==> config.mk <==
export PLATFORM = sky130hd
export DESIGN_NAME = pvs_phy_regs_flat
export DESIGN_NICKNAME = d
export VERILOG_FILES = /design/src/pkg/pvs_pkg.sv /design/src/pkg/pvs_mgmt_if.sv /design/src/rtl/pvs_phy_regs.sv /design/src/flat_wrapper.sv
export SDC_FILE = /design/constraint.sdc
export NUM_CORES = 1
export LEC_CHECK = 0
export ABC_AREA = 1
export BUFFER_PORTS_ARGS = -buffer_cell sky130_fd_sc_hd__buf_2
export CORE_AREA = 2 2 253 255
export CTS_CLUSTER_SIZE = 40
export DETAILED_ROUTE_END_ITERATION = 7
export DIE_AREA = 0 0 255 257
export HOLD_SLACK_MARGIN = 0.15
export SLEW_MARGIN = 20
export SYNTH_ARGS = -nofsm -noshare
export SYNTH_HDL_FRONTEND = slang
export SYNTH_SLANG_ARGS = --single-unit
==> constraint.sdc <==
create_clock -name clk -period 5.5 [get_ports clk]
set_input_delay 0.275 -clock clk [delete_from_list [all_inputs] [get_ports clk]]
set_output_delay 0.275 -clock clk [all_outputs]
set_load 0.005 [all_outputs]
==> src/pkg/pvs_pkg.sv <==
// Purpose: Shared constants for the PHY vendor register bank and its controller
// Assumes: 125 MHz clock, 16-bit management words, 5-bit register index
// Notes: Constants only; no logic here
// Contract
// - Count invalid 100M symbols, idle ones included
// - At most one count per received packet
// - Tally wraps to zero past its maximum
// - Reset clears tally; reads keep it; 10M frozen
// - Auto crossover unless disable bit set
// - Pair swap: 0 MDI, 1 MDIX
// - Heartbeat test on at 0, off at 1
// - Bit 4 shows 10M receive polarity
// - Flags 7..4: energy, negotiation, fault, link down
// - Flags 3..1: ack, parallel fault, page; 0 reserved
// - Mask 7:1 gates flags, 1 enables, resets 0
// - Bit 12 shows negotiation finished
// - Coder enable resets 1; bypass only in MII; code bypasses in any mode when enable is 0
// - Field 4:2 reports resolved speed and duplex
// - MMD space reached only through two registers
// - Only MMD devices 3, 7 and 30 answer
// - Only the listed MMD indexes exist
// - First write control: address function, device
// - Then write index; device latches pointer
// - Then write control: data function, same device
// - Then data register read or write hits MMD
// - Energy drops after 256 ms silence; flags bit 7
package pvs_pkg;
	// ==========================================
	// Management register map
	localparam int DW = 16;
	localparam int AW = 5;
	localparam logic [4:0] ADDR_MMD_CTRL = 5'h0d;
	localparam logic [4:0] ADDR_MMD_DATA = 5'h0e;
	localparam logic [4:0] ADDR_SYM = 5'h1a;
	localparam logic [4:0] ADDR_XOVER = 5'h1b;
	localparam logic [4:0] ADDR_FLAGS = 5'h1d;
	localparam logic [4:0] ADDR_MASK = 5'h1e;
	localparam logic [4:0] ADDR_STAT = 5'h1f;
	// ==========================================
	// Field positions
	localparam int XOVER_AUTO_DIS_BIT = 15;
	localparam int PAIR_SWAP_BIT = 13;
	localparam int SQE_OFF_BIT = 11;
	localparam int POL_BIT = 4;
	localparam int FLAG_LSB = 1;
	localparam int FLAG_MSB = 7;
	localparam int DONE_BIT = 12;
	localparam int CODER_BIT = 6;
	localparam int SPD_LSB = 2;
	localparam int SPD_MSB = 4;
	localparam int FN_LSB = 14;
	localparam int FN_MSB = 15;
	localparam int MMD_DEVICE_SELECT_MSB = 4;
	localparam logic [15:0] SYM_RST = 16'h0000;
	localparam logic [6:0] MASK_RST = 7'h00;
	// ==========================================
	// MMD indirect access
	localparam logic [1:0] FN_ADDR = 2'h0;
	localparam logic [1:0] FN_DATA = 2'h1;
	localparam int MMD_SLOTS = 17;
	localparam logic [4:0] MMD_NONE = 5'h1f;
	// Each entry is {device, index}; storage slot is the entry position
	localparam logic [MMD_SLOTS-1:0][20:0] MMD_MAP = {
		{5'h1e, 16'h000f}, {5'h1e, 16'h000e}, {5'h1e, 16'h0008},
		{5'h1e, 16'h0006}, {5'h1e, 16'h0005}, {5'h1e, 16'h0003},
		{5'h1e, 16'h0002}, {5'h07, 16'h003d}, {5'h07, 16'h003c},
		{5'h07, 16'h0006}, {5'h07, 16'h0005}, {5'h03, 16'h0016},
		{5'h03, 16'h0014}, {5'h03, 16'h0006}, {5'h03, 16'h0005},
		{5'h03, 16'h0001}, {5'h03, 16'h0000}};
	// Devices-present words of the PCS; others start clear
	localparam logic [MMD_SLOTS-1:0][15:0] MMD_RST = {
		16'h0000, 16'h0000, 16'h0000, 16'h0000, 16'h0000, 16'h0000,
		16'h0000, 16'h0000, 16'h0000, 16'h0000, 16'h0000, 16'h0000,
		16'h0000, 16'h4000, 16'h0088, 16'h0000, 16'h0000};
	// ==========================================
	// Timing
	localparam longint CLK_HZ = 125_000_000;
	localparam longint ENERGY_TIMEOUT_MS = 256;
	localparam longint ENERGY_CYCLES = ENERGY_TIMEOUT_MS * (CLK_HZ / 1000);
	// ==========================================
	// Controller AHB-Lite register map
	localparam logic [7:0] A_CMD = 8'h00;
	localparam logic [7:0] A_STATUS = 8'h04;
	localparam logic [7:0] A_MMD_OP = 8'h08;
	localparam logic [7:0] A_MMD_DATA = 8'h0c;
	localparam int CMD_WRITE_BIT = 31;
	localparam int CMD_ADDR_LSB = 16;
	localparam int CMD_ADDR_MSB = 20;
	localparam int ST_BUSY_BIT = 31;
	localparam logic [1:0] HTRANS_NONSEQ = 2'h2;
endpackage : pvs_pkg

==> src/pkg/pvs_mgmt_if.sv <==
`timescale 1ns/1ps
// Purpose: Parallel management access between controller and PHY bank
// Assumes: One clock shared by both ends
// Notes: req is a one-cycle pulse; ack answers it one cycle later
interface pvs_mgmt_if;
	logic req;
	logic we;
	logic [4:0] addr;
	logic [15:0] wdata;
	logic ack;
	logic [15:0] rdata;
	modport dev (input req, input we, input addr, input wdata, output ack, output rdata);
	modport ctl (output req, output we, output addr, output wdata, input ack, input rdata);
endinterface : pvs_mgmt_if

==> src/rtl/pvs_phy_regs.sv <==
// Local design decision: the AHB-Lite interface to the registers.
`timescale 1ns/1ps
// Purpose: Vendor status, interrupt and MMD indirect access registers of the PHY
// Assumes: Event inputs are one-cycle pulses from PHY logic on clk
// Notes: Only the energy detector comes from the analog front end
module pvs_phy_regs #(
	parameter longint ENERGY_CYCLES = pvs_pkg::ENERGY_CYCLES
) (
	// Clock and reset
	input wire logic clk,
	input wire logic rst_b,
	// Management side
	pvs_mgmt_if.dev m,
	// Receive path
	input wire logic rx_symbol_invalid,
	input wire logic rx_in_packet,
	input wire logic link_is_10m,
	input wire logic rx_polarity_reversed,
	input wire logic energy_detect_raw,
	// Negotiation and link events
	input wire logic an_done,
	input wire logic ev_an_complete,
	input wire logic ev_remote_fault,
	input wire logic ev_link_down,
	input wire logic ev_partner_ack,
	input wire logic ev_parallel_fault,
	input wire logic ev_page_received,
	input wire logic [2:0] resolved_speed_duplex,
	input wire logic auto_mdix_result,
	// Datapath controls
	output logic mdix_select,
	output logic sqe_test_enable,
	output logic coder_bypass,
	output logic line_energy_present,
	output logic irq
);
	typedef struct packed {
		logic [15:0] tally;
		logic pkt_counted;
		logic crossover_auto_disable;
		logic manual_pair_swap;
		logic heartbeat_test_off;
		logic coder_en;
		logic [6:0] flags;
		logic [6:0] mask;
		logic [1:0] mmd_fn;
		logic [4:0] mmd_device_select;
		logic [15:0] ptr;
		logic [pvs_pkg::MMD_SLOTS-1:0][15:0] mmd;
		logic [2:0] e_sync;
		logic e_filt;
		logic [24:0] e_cnt;
		logic energy;
		logic mdix;
		logic sqe_en;
		logic bypass;
		logic irq;
		logic ack;
		logic [15:0] rdata;
	} pvs_dev_st_t;

	pvs_dev_st_t q;
	pvs_dev_st_t d;
	logic [6:0] ev;
	logic [4:0] slot;
	logic [15:0] rd;

	localparam logic [24:0] E_LIMIT = 25'(ENERGY_CYCLES - 1);

	// ==========================================
	// MMD slot lookup
	function automatic logic [4:0] mmd_slot(input logic [4:0] dv, input logic [15:0] ix);
		logic [4:0] s;
		s = pvs_pkg::MMD_NONE;
		for (int i = 0; i < pvs_pkg::MMD_SLOTS; i++)
		begin
			if (pvs_pkg::MMD_MAP[i] == {dv, ix})
			begin
				s = 5'(i);
			end
		end
		return s;
	endfunction : mmd_slot

	// ==========================================
	// Next state
	always_comb
	begin
		d = q;
		d.ack = 1'b0;
		// Energy detector: three-stage sync, accept once last two agree
		d.e_sync = {q.e_sync[1:0], energy_detect_raw};
		if (q.e_sync[1] == q.e_sync[2])
		begin
			d.e_filt = q.e_sync[2];
		end
		if (q.e_filt)
		begin
			d.e_cnt = '0;
			d.energy = 1'b1;
		end
		else if (q.e_cnt == E_LIMIT)
		begin
			d.energy = 1'b0;
		end
		else
		begin
			d.e_cnt = q.e_cnt + 25'h0000001;
		end
		// Symbol faults; a packet's count is armed again between packets
		if (!rx_in_packet)
		begin
			d.pkt_counted = 1'b0;
		end
		if (rx_symbol_invalid && !link_is_10m)
		begin
			if (!rx_in_packet)
			begin
				d.tally = q.tally + 16'h0001;
			end
			else if (!q.pkt_counted)
			begin
				d.tally = q.tally + 16'h0001;
				d.pkt_counted = 1'b1;
			end
		end
		// Event vector in flag bit order 7 down to 1
		ev = {q.energy & ~d.energy, ev_an_complete, ev_remote_fault, ev_link_down,
			ev_partner_ack, ev_parallel_fault, ev_page_received};
		slot = mmd_slot(q.mmd_device_select, q.ptr);
		rd = '0;
		if (m.req)
		begin
			d.ack = 1'b1;
			case (m.addr)
				pvs_pkg::ADDR_SYM: rd = q.tally;
				pvs_pkg::ADDR_XOVER:
				begin
					rd[pvs_pkg::XOVER_AUTO_DIS_BIT] = q.crossover_auto_disable;
					rd[pvs_pkg::PAIR_SWAP_BIT] = q.manual_pair_swap;
					rd[pvs_pkg::SQE_OFF_BIT] = q.heartbeat_test_off;
					rd[pvs_pkg::POL_BIT] = rx_polarity_reversed;
					if (m.we)
					begin
						d.crossover_auto_disable = m.wdata[pvs_pkg::XOVER_AUTO_DIS_BIT];
						d.manual_pair_swap = m.wdata[pvs_pkg::PAIR_SWAP_BIT];
						d.heartbeat_test_off = m.wdata[pvs_pkg::SQE_OFF_BIT];
					end
				end
				pvs_pkg::ADDR_FLAGS:
				begin
					rd[pvs_pkg::FLAG_MSB:pvs_pkg::FLAG_LSB] = q.flags;
					d.flags = '0;
				end
				pvs_pkg::ADDR_MASK:
				begin
					rd[pvs_pkg::FLAG_MSB:pvs_pkg::FLAG_LSB] = q.mask;
					if (m.we)
					begin
						d.mask = m.wdata[pvs_pkg::FLAG_MSB:pvs_pkg::FLAG_LSB];
					end
				end
				pvs_pkg::ADDR_STAT:
				begin
					rd[pvs_pkg::DONE_BIT] = an_done;
					rd[pvs_pkg::CODER_BIT] = q.coder_en;
					rd[pvs_pkg::SPD_MSB:pvs_pkg::SPD_LSB] = resolved_speed_duplex;
					if (m.we)
					begin
						d.coder_en = m.wdata[pvs_pkg::CODER_BIT];
					end
				end
				pvs_pkg::ADDR_MMD_CTRL:
				begin
					rd[pvs_pkg::FN_MSB:pvs_pkg::FN_LSB] = q.mmd_fn;
					rd[pvs_pkg::MMD_DEVICE_SELECT_MSB:0] = q.mmd_device_select;
					if (m.we)
					begin
						d.mmd_fn = m.wdata[pvs_pkg::FN_MSB:pvs_pkg::FN_LSB];
						d.mmd_device_select = m.wdata[pvs_pkg::MMD_DEVICE_SELECT_MSB:0];
					end
				end
				pvs_pkg::ADDR_MMD_DATA:
				begin
					if (q.mmd_fn == pvs_pkg::FN_ADDR)
					begin
						rd = q.ptr;
						if (m.we)
						begin
							d.ptr = m.wdata;
						end
					end
					else if (slot != pvs_pkg::MMD_NONE)
					begin
						rd = q.mmd[slot];
						if (m.we)
						begin
							d.mmd[slot] = m.wdata;
						end
					end
				end
				default: rd = '0;
			endcase
		end
		// Read data holds until the next answer
		if (m.req)
		begin
			d.rdata = rd;
		end
		// Set wins over a read clear in the same cycle
		d.flags = d.flags | ev;
		d.irq = |(d.flags & d.mask);
		d.mdix = q.crossover_auto_disable ? q.manual_pair_swap : auto_mdix_result;
		d.sqe_en = ~d.heartbeat_test_off;
		d.bypass = ~d.coder_en;
	end

	// ==========================================
	// State register
	always_ff @(posedge clk or negedge rst_b)
	begin
		if (!rst_b)
		begin
			q <= '0;
			q.tally <= pvs_pkg::SYM_RST;
			q.coder_en <= 1'b1;
			q.mask <= pvs_pkg::MASK_RST;
			q.mmd <= pvs_pkg::MMD_RST;
			q.energy <= 1'b1;
			q.sqe_en <= 1'b1;
		end
		else
		begin
			q <= d;
		end
	end

	assign m.ack = q.ack;
	assign m.rdata = q.rdata;
	assign mdix_select = q.mdix;
	assign sqe_test_enable = q.sqe_en;
	assign coder_bypass = q.bypass;
	assign line_energy_present = q.energy;
	assign irq = q.irq;
endmodule : pvs_phy_regs

==> src/flat_wrapper.sv <==
// flat-port wrapper written by rule: the top's interface ports become plain ports
module pvs_phy_regs_flat 
#(
	parameter longint ENERGY_CYCLES = pvs_pkg::ENERGY_CYCLES
)
  (clk, rst_b, rx_symbol_invalid, rx_in_packet, link_is_10m, rx_polarity_reversed, energy_detect_raw, an_done, ev_an_complete, ev_remote_fault, ev_link_down, ev_partner_ack, ev_parallel_fault, ev_page_received, resolved_speed_duplex, auto_mdix_result, mdix_select, sqe_test_enable, coder_bypass, line_energy_present, irq, m_req, m_we, m_addr, m_wdata, m_ack, m_rdata);
  pvs_mgmt_if m_i ();
  input wire logic clk;
  input wire logic rst_b;
  input wire logic rx_symbol_invalid;
  input wire logic rx_in_packet;
  input wire logic link_is_10m;
  input wire logic rx_polarity_reversed;
  input wire logic energy_detect_raw;
  input wire logic an_done;
  input wire logic ev_an_complete;
  input wire logic ev_remote_fault;
  input wire logic ev_link_down;
  input wire logic ev_partner_ack;
  input wire logic ev_parallel_fault;
  input wire logic ev_page_received;
  input wire logic [2:0] resolved_speed_duplex;
  input wire logic auto_mdix_result;
  output logic mdix_select;
  output logic sqe_test_enable;
  output logic coder_bypass;
  output logic line_energy_present;
  output logic irq;
  input wire logic [$bits(m_i.req)-1:0] m_req;
  input wire logic [$bits(m_i.we)-1:0] m_we;
  input wire logic [$bits(m_i.addr)-1:0] m_addr;
  input wire logic [$bits(m_i.wdata)-1:0] m_wdata;
  output wire logic [$bits(m_i.ack)-1:0] m_ack;
  output wire logic [$bits(m_i.rdata)-1:0] m_rdata;
  assign m_i.req = m_req;
  assign m_i.we = m_we;
  assign m_i.addr = m_addr;
  assign m_i.wdata = m_wdata;
  assign m_ack = m_i.ack;
  assign m_rdata = m_i.rdata;
  pvs_phy_regs #(.ENERGY_CYCLES(ENERGY_CYCLES)) u_core (.clk(clk), .rst_b(rst_b), .m(m_i), .rx_symbol_invalid(rx_symbol_invalid), .rx_in_packet(rx_in_packet), .link_is_10m(link_is_10m), .rx_polarity_reversed(rx_polarity_reversed), .energy_detect_raw(energy_detect_raw), .an_done(an_done), .ev_an_complete(ev_an_complete), .ev_remote_fault(ev_remote_fault), .ev_link_down(ev_link_down), .ev_partner_ack(ev_partner_ack), .ev_parallel_fault(ev_parallel_fault), .ev_page_received(ev_page_received), .resolved_speed_duplex(resolved_speed_duplex), .auto_mdix_result(auto_mdix_result), .mdix_select(mdix_select), .sqe_test_enable(sqe_test_enable), .coder_bypass(coder_bypass), .line_energy_present(line_energy_present), .irq(irq));
endmodule
==> results of run 1 <==
## synth_stat cells, types with 2 or more instances
master | count | area (µm²)
nand2_4 | 2 | 22.5
o21a_1 | 2 | 15.0
nor2_1 | 192 | 721
nor2_4 | 3 | 33.8
or2_1 | 29 | 181
nor4_1 | 3 | 18.8
a221oi_1 | 7 | 61.3
o21ai_0 | 125 | 626
inv_2 | 14 | 52.6
xor2_1 | 13 | 114
nand3_2 | 3 | 30.0
nand4_1 | 13 | 81.3
nand2_1 | 522 | 1960
dfrtp_1 | 375 | 9380
nand3_4 | 3 | 52.6
nor2_2 | 16 | 100
nor3_2 | 2 | 20.0
xnor2_1 | 3 | 26.3
o21ai_1 | 265 | 1330
nor3_1 | 13 | 65.1
or2_0 | 30 | 188
nand3_1 | 144 | 721
nor2_8 | 2 | 40.0
o22ai_1 | 10 | 62.6
or2_2 | 55 | 344
dfstp_2 | 6 | 158
ha_1 | 2 | 25.0
o21bai_1 | 6 | 45.0
buf_4 | 17 | 128
a21oi_1 | 40 | 200
nand2_2 | 9 | 56.3
clkbuf_1 | 49 | 184
inv_1 | 117 | 439
a211oi_1 | 3 | 22.5
buf_2 | 69 | 345
nand4_2 | 2 | 25.0
## final timing paths
check / startpoint / to / slack (ns) / cells past startpoint
min in group asynchronous: rst_b / async pin / 0.23 / 2
max in group asynchronous: rst_b / u_core.q[324] / 3.95 / 3
max: u_core.q[323] / register / 1.64 / 13
min: link_is_10m / u_core.q[365] / 0.17 / 4
max reg2reg: u_core.q[323] / register / 1.64 / 13
min reg2reg: u_core.d[49] / u_core.d[50] / 0.36 / 0
## cell families after synthesis
logic type | after synthesis | synth area share (%)
xor gates and xnor gates | 16 | 0.777
buffers and inverters | 269 | 6.45
AOI/OAI and AO/OA | 467 | 13.6
adders and majority gates | 3 | 0.194
and+or+nand+nor | 1047 | 26.1
DFF | 381 | 52.9
## critical path, cell delays in order, from the launching register on
cell,delay (ns)
dfrtp_1,0.52
nor2_2,0.12
o211ai_1,0.26
nor2_2,0.10
nor2_4,0.19
nand3_4,0.46
o22ai_4,0.62
nor2_2,0.09
inv_2,0.17
nor2_2,0.07
nand2_1,0.68
buf_4,0.32
nand2_1,0.06
o21ai_1,0.08
## metrics by stage
stage | instance area (µm²) | std cells
final | 20400 | 3065
after global routing | 20400 | 3065
after global placement | 18900 | 2969
after CTS | 20400 | 3065
after detailed placement | 18900 | 2969
after floorplan | 18000 | 2183
## area by class of cell
| class | instances | area share [%] |
|---|---|---|
| Multi-Input combinational cell | 1533 | 36.0 |
| Tap cell | 846 | 5.18 |
| Timing Repair Buffer | 94 | 3.07 |
| Inverter | 132 | 2.43 |
| Clock inverter | 16 | 0.618 |
| Sequential cell | 381 | 46.7 |
| Clock buffer | 63 | 6.08 |
## power by group
| group | leakage [µW] | internal (µW) | switching [µW] |
|---|---|---|---|
| clock | 0.000680 | 1620 | 1180 |
| sequential | 0.00516 | 2890 | 70.2 |
| combinational | 0.00338 | 121 | 297 |
## routing by layer
metal	up-vias	wire (µm)
met5	-	10
met4	2	1690
met3	94	2490
met2	382	24600
met1	7262	22200
li1	7116	-
## timing repair
item,CTS,global route
endpoints found under the setup margin,0,0
buffers inserted,0,0
hold endpoints to repair,80,0
hold buffers,17,0
==> flow_summary.toml, run 1 <==
[route]
drtIter0Drc = 1376
ant_nets = 0
vias = 14900
via_per_inst = 4.85
drc = 0
drt_wl_total_um = 51000
wl_per_cell_um = 16.6
drt_first_pass_iters = 7

[flow_run]
cap_violations = 0

[power_and_ir_drop]
ir_worst_vdd_uv = 168
p_leak_uw = 0.00923
power.total_uw = 6170
pwr_density_cell_nw_per_um2 = 302

[clocking]
numCtsBuffers = 43
clk_pin_slew_ns = 0.06
root_buffer = "clkbuf_16"
htreeDepth = 2
clk_path_buf_depth = 3
post_cts_resized = 0
cts.sinks = 381
cts_tree = "built"
clk_latency_ns = 0.59

[global_routing]
grt_util_all_layers_pct = 15.8
antenna_found_initial = 1
grt-busiest-layer = "met2"
grt_max_degree = 170
use_met1_pct = 20.7
overflow = 0
grt_pass1_wl_um = 82700
grt_pass1_vias = 14800
use_met3_pct = 2.45
gr-usage-met2_pct = 26.5

[yosys]
synth_edf_count = 0
syn_inst = 2183
ys_ff_latch = 381
ys_types = 53
synth_ff_type = "dfrtp_1"
ys_seq_area_share_pct = 52.9
async_reset_ff_share_pct = 100
yosysWarnings = 0
syn_avg_cell_area_um2 = 8.26
netlist_area_um2 = 18000
syn_nets = 2226

[sta]
setup_slack_ns = 1.64
rsz0062_at_grt = "false"
fin_crit_sh_pct = 70.1
fmax_mhz = 259
setup_violations = 0
setup_tns_ns = 0
slew_headroom_pct = 23.3
worst-slew-pin-transition_ns = 1.15
finalHoldViolCount = 0
clock_skew_ns = 0.0280
finalCriticalPeriod_ns = 3.86
drv_slew = 0
holdWs_ns = 0.174

[setup_path]
critPathCaptureType = "register"
cp_max_fo = 35
crit_type = "register to register"
crit_required_ns = 5.97
cp-start-kind = "register"
crit_arrival_ns = 4.32

[die]
fp.dieW_um = 255
rows = 92
io_pins = 63
start_util_pct = 28.7
core_um2 = 62700
dieArea_um2 = 65500
die_y_um = 257

[min_path]
hp-class = "primary input to register"

[place]
hpwl_um = 32600
io_buffers = 62
pre_cts_slack_ns = 1.63
gp_congestion = 0.873

[layout]
drive_gt1_share_pct = 12.4
multi_input_area_um2 = 7360
num-fill-cells = 6479
area_growth_syn_to_layout_pct = 13.4
nets = 2228
regArea_um2 = 9540
final_cell_mix = "514 x nand2_1, 375 x dfrtp_1, 265 x o21ai_1, 192 x nor2_1, 144 x nand3_1"
antenna_cells = 0
post-route-util_pct = 32.6
final_common_cell = "nand2_1"

[outcome]
status = "finished clean"
Power figures use the tool's default switching activity.
==> inputs of run 2 (changes only) <==
==> constraint.sdc (replaced) <==
create_clock -name clk -period 3.6 [get_ports clk]
set_input_delay 0.18 -clock clk [delete_from_list [all_inputs] [get_ports clk]]
set_output_delay 0.18 -clock clk [all_outputs]
set_load 0.005 [all_outputs]
==> flow_summary.toml, run 2 (synthesis gave the netlist of run 1 again) <==
[outcome]
status = "finished clean"

[layout]
nets = 2265
final_cell_mix = "522 x nand2_1, 375 x dfrtp_1, 265 x o21ai_1, 192 x nor2_1, 143 x nand3_1"
regArea_um2 = 9540
antenna_cells = 0
final_common_cell = "nand2_1"
drive_gt1_share_pct = 13.2
num-fill-cells = 6547
post-route-util_pct = 33.1
area_growth_syn_to_layout_pct = 15.3
multi_input_area_um2 = 7340

[setup_path]
crit_arrival_ns = 3.70
crit_type = "register to register"
cpPeakStageDelay_ns = 0.40
critical-path-slowest-cell = "dfrtp_1"
cp_num_buf_inv = 2
critPathCaptureType = "register"
crit_path_cell_trace = "inv_1 -> nand2_1 -> nor2_1 -> nand2_1 -> a21oi_1 -> nor2_2 -> nand4_2 -> nand2_4 -> nor2_4 -> buf_4 -> nand2_1 -> a21oi_1 -> nand3_1 -> nand2_1 -> nand2_1 -> a21oi_1"
crit_family = "simple AND/OR/NAND/NOR gates"
cp_max_fo = 24
crit_required_ns = 4.09
rrSetupSlack_ns = 0.39
cp-start-kind = "register"
crit_top_cell = "nand2_1"

[sta]
setup_tns_ns = 0
finalHoldViolCount = 0
clock_skew_ns = 0.0238
fmax_mhz = 312
holdWs_ns = 0.192
setup_violations = 0
rsz0062_at_grt = "false"
finalCriticalPeriod_ns = 3.21
drv_slew = 0
fin_crit_sh_pct = 89.1
worst-slew-pin-transition_ns = 0.890
slew_headroom_pct = 40.5

[route]
drc = 0
wl_per_cell_um = 17.2
drtIter0Drc = 1584
drt_wl_total_um = 53400
drt_first_pass_iters = 6
via_per_inst = 4.85
ant_nets = 0
vias = 15000

[die]
fp.dieW_um = 255
die_y_um = 257
core_um2 = 62700
start_util_pct = 28.7
io_pins = 63
rows = 92
dieArea_um2 = 65500

[clocking]
clk_latency_ns = 0.57
htreeDepth = 2
clk_pin_slew_ns = 0.06
root_buffer = "clkbuf_16"
cts_hold_buffers = 23
post_cts_resized = 0
clk_path_buf_depth = 3
cts.sinks = 381
post_cts_buffers = 0
cts_tree = "built"
numCtsBuffers = 43

[min_path]
hp-class = "primary input to async pin"

[flow_run]
cap_violations = 0

[place]
gp_congestion = 0.904
io_buffers = 62
hpwl_um = 34900

[global_routing]
grt_pass1_vias = 14500
overflow = 0
grt_max_degree = 96
antenna_found_initial = 0
grt_util_all_layers_pct = 16.5
grt_pass1_wl_um = 84300

[power_and_ir_drop]
pwr_density_cell_nw_per_um2 = 454
clkPwrFrac_pct = 45.0
ir_worst_vdd_uv = 258
p_leak_uw = 0.00941
p_sw_uw = 2370
internal-power_uw = 7060
power.total_uw = 9430
pwr-share-seq_pct = 47.9
switching_share_pct = 25.1
combPwrFrac_pct = 7.1
run 2: cell types whose count changed in the layout (fill, tap and decap cells not counted), moves of 2 or more:
cell,change
clkinvlp_4,+2
buf_4,+24
clkbuf_8,+2
nand2_1,+8
dlygate4sd3_1,+6
nand2_2,-7
buf_12,+7
clkinv_2,-2
run 2: path summary, 6_finish.rpt:
path                          startpoint  depth (start not counted)                         end
min                                rst_b                          2                   async pin
max in group asynchronous          rst_b                          3  u_core.line_energy_present
min in group clk               m_addr[0]                          5         u_core.coder_bypass
max reg2reg                u_core.q[342]                         16           u_core.m.rdata[8]
min reg2reg                 u_core.d[49]                          0                u_core.d[50]
max                        u_core.q[342]                         16           u_core.m.rdata[8]
run 2: layout make-up:
class	count	share of cell area (%)
clock buffer	63	5.97
clock inverter	14	0.512
inverter	132	2.39
multi-input combinational	1533	35.3
sequential	381	45.9
tap	846	5.09
timing repair buffer	131	4.85
run 2: layer usage:
metal	up-vias	routed length [µm]	part of all wire, %	global-route usage [%]
li1	7199	-	-	-
met1	7334	23800	45	22.8
met2	415	25000	47	26.2
met3	91	3090	5.8	2.73
met4	0	1520	2.8	5.08
met5	-	0	0	0
run 2: metrics by stage:
step           cell area [µm²]  setup WS [ns]  instances
4_1_cts                  20800          0.411       3100
5_1_grt                  20800          0.111       3100
3_5_place_dp             19200          0.440       3000
6_report                 20800          0.392       3100
3_3_place_gp             19200          0.437       3000
2_1_floorplan            18000           1.22       2183
run 2: power by group through the flow:
stage          Sequential (µW)  Clock [µW]  Combinational [µW]
6_report                  4520        4240                 670
2_1_floorplan             4560           0                 386
3_3_place_gp              4590           0                 646
4_1_cts                   4520        4330                 677
5_1_grt                   4530        4510                 755
3_5_place_dp              4590           0                 655
==> inputs of run 3 (changes only) <==
--- a/config.mk
+++ b/config.mk
@@ -5,13 +5,13 @@
 export SDC_FILE = /design/constraint.sdc
 export NUM_CORES = 1
 export LEC_CHECK = 0
-export ABC_AREA = 1
 export BUFFER_PORTS_ARGS = -buffer_cell sky130_fd_sc_hd__buf_2
-export CORE_AREA = 2 2 253 255
+export CORE_AREA = 2 2 286 231
 export CTS_CLUSTER_SIZE = 40
 export DETAILED_ROUTE_END_ITERATION = 7
-export DIE_AREA = 0 0 255 257
+export DIE_AREA = 0 0 288 233
 export HOLD_SLACK_MARGIN = 0.15
+export RECOVER_POWER = 100
 export SLEW_MARGIN = 20
 export SYNTH_ARGS = -nofsm -noshare
 export SYNTH_HDL_FRONTEND = slang
==> flow_summary.toml, run 3 <==
[outcome]
status = "finished, violations left"
violations = "capacitance limit, slew limit"

[layout]
post-route-util_pct = 34.4
final_common_cell = "dfrtp_1"
area_growth_syn_to_layout_pct = 18.9
final_cell_mix = "375 x dfrtp_1, 275 x mux2_2, 93 x buf_4, 86 x nor2_1, 75 x nand2_1"
final_area_um2 = 22000
antenna_cells = 0
nets = 1725
drive_gt1_share_pct = 33.4

[yosys]
syn_inst = 1563
ys_seq_area_share_pct = 51.6
yosysTopAreaCell = "dfrtp_1"
netlist_area_um2 = 18500
synth_ff_type = "dfrtp_1"
ys_ff_latch = 381
synth_edf_count = 0
ys_types = 80
yosysMostFrequentCell = "dfrtp_1"
syn_avg_cell_area_um2 = 11.8
syn_nets = 1606
synth_common_cells = "375 x dfrtp_1, 280 x mux2_2, 90 x nor2_1, 75 x nand2_1, 69 x clkbuf_1"
async_reset_ff_share_pct = 100
synth_top_area_share_pct = 50.7
yosysWarnings = 0
synth.area.top_cells = "dfrtp_1 51%, mux2_2 17%, mux2i_1 2.5%, mux2_4 2.4%, a21oi_1 1.8%"

[global_routing]
overflow = 0
grt_util_all_layers_pct = 17.5
grt_pass1_wl_um = 89400
antenna_found_initial = 0
grt_pass1_vias = 14000
grt_max_degree = 115

[clocking]
clk_latency_ns = 0.56
cts_tree = "built"
clk_pin_slew_ns = 0.06
numCtsBuffers = 40
clk_path_buf_depth = 3
root_buffer = "clkbuf_16"
htreeDepth = 2
cts.sinks = 381

[sta]
finalCriticalPeriod_ns = 3.56
clock_skew_ns = 0.0237
drv_slew = 110
fmax_mhz = 281
worst-slew-pin-transition_ns = 2.88
finalHoldViolCount = 0
fin_crit_sh_pct = 98.8
holdWs_ns = 0.170
setup_slack_ns = 0.0444
setup_violations = 0
slew_headroom_pct = -91.7

[place]
io_buffers = 62
dpl_cell_area_um2 = 20400
hpwl_um = 40000
pre_cts_slack_ns = -0.00962
gp_congestion = 0.947

[setup_path]
rrSetupSlack_ns = 0.04
crit_arrival_ns = 3.97
crit_required_ns = 4.01
r2r-start = "u_core.q[338]"
r2r-end = "u_core.m.rdata[10]"
critPathCaptureType = "register"
cp_max_fo = 10
cp-start-kind = "register"
rr_worst_depth = 11
worstSetupStartpoint = "u_core.q[338]"
crit_end = "u_core.m.rdata[10]"
crit_type = "register to register"

[route]
drt_wl_total_um = 58700
via_per_inst = 5.39
top_layer_used = "met4"
vias = 13800
drtIter0Drc = 1324
met2_length_um = 25600
drc = 0
routed-wl-met3_um = 4290
wl_met1_um = 26900
ant_nets = 0
drt_first_pass_iters = 7
wl_per_cell_um = 22.9

[power_and_ir_drop]
ir_worst_vdd_uv = 239
p_leak_uw = 0.0104
pwr_density_cell_nw_per_um2 = 417

[die]
fp.dieW_um = 288
die_y_um = 233
io_pins = 63
rows = 83
start_util_pct = 28.9
core_um2 = 64000
dieArea_um2 = 67100

[flow_run]
cap_violations = 1

[min_path]
hp-class = "primary input to register"
-- run 3: cell count changes after synthesis, sizes merged, moves of 25 or more --
cell,change
a21oi,+30
buf,-29
inv,-114
mux2,+314
mux2i,+47
nand2,-457
nand3,-110
nor2,-122
nor3,+25
o21ai,-334
o221ai,+35
or2,-113
-- run 3: per-layer routing --
metal / global-route usage (%) / up-vias
li1: - / 5984
met1: 25.4 / 7189
met2: 25.9 / 527
met3: 3.12 / 107
met4: 6.02 / 0
met5: 0 / -
-- run 3: repair_timing --
action,4_1_cts,5_1_grt
gates resized for setup,3,17
pin swaps,0,8
hold buffers,18,0
buffers inserted,0,7
setup endpoints to repair,11,16
gates cloned,0,1
endpoints found under the hold margin,122,0
-- run 3: kinds of logic (layout without fill, tap and decap cells) --
group                    count (synthesis)  after routing  synth area share, %
XOR/XNOR                                33             33                 1.56
multiplexers                           361            361                 22.3
AND/OR/NAND/NOR                        360            360                 10.2
AO/OA/AOI/OAI                          281            281                 10.4
buffers and inverters                  144            292                 3.82
flip-flops                             381            381                 51.6
adder cells (fa/ha/maj)                  3              3                0.189
-- run 3: cell type report --
cell class	count	area, µm²
fill	6334	42000
sequential	381	9540
multi-input combinational	1038	8410
timing repair buffer	204	1690
clock buffer	62	1160
tap	850	1060
clock inverter	9	68.8
inverter	17	63.8
-- run 3: power by group --
group	leakage (µW)	total (µW)	internal [µW]	switching, µW
Sequential	0.00519	4570	4400	166
Combinational	0.00461	639	244	395
Clock	0.000599	3980	2230	1740
-- run 3: worst min-delay path by stage --
stage	startpoint	to	slack, ns	cells past startpoint
finish	m_wdata[11]	u_core.sqe_test_enable	0.17	2
global route	m_wdata[14]	register	0.18	2
CTS	m_wdata[11]	u_core.sqe_test_enable	0.15	2
detailed placement	energy_detect_raw	u_core.d[49]	0.30	1
global placement	energy_detect_raw	u_core.d[49]	0.29	1
floorplan	rst_b	async pin	-0.12	0
-- run 3: worst max-delay path, cell delays in order (launching register included) --
cell      delay, ns
dfrtp_1        0.42
or4_4          0.59
or4_4          0.56
or3_1          0.39
nand4_1        0.21
a21oi_4        0.13
buf_12         0.17
buf_4          0.15
nor3_1         0.19
a221oi_1       0.08
o211ai_1       0.38
a21oi_1        0.13
-- run 3: per-stage QoR --
stage | TNS (ns) | std cells | power [µW]
finish | 0 | 2561 | 9180
global route | -0.0119 | 2561 | 9530
CTS | 0 | 2553 | 9260
detailed placement | -0.0656 | 2464 | 5250
global placement | -0.0760 | 2464 | 5230
floorplan | 0 | 1563 | 4900
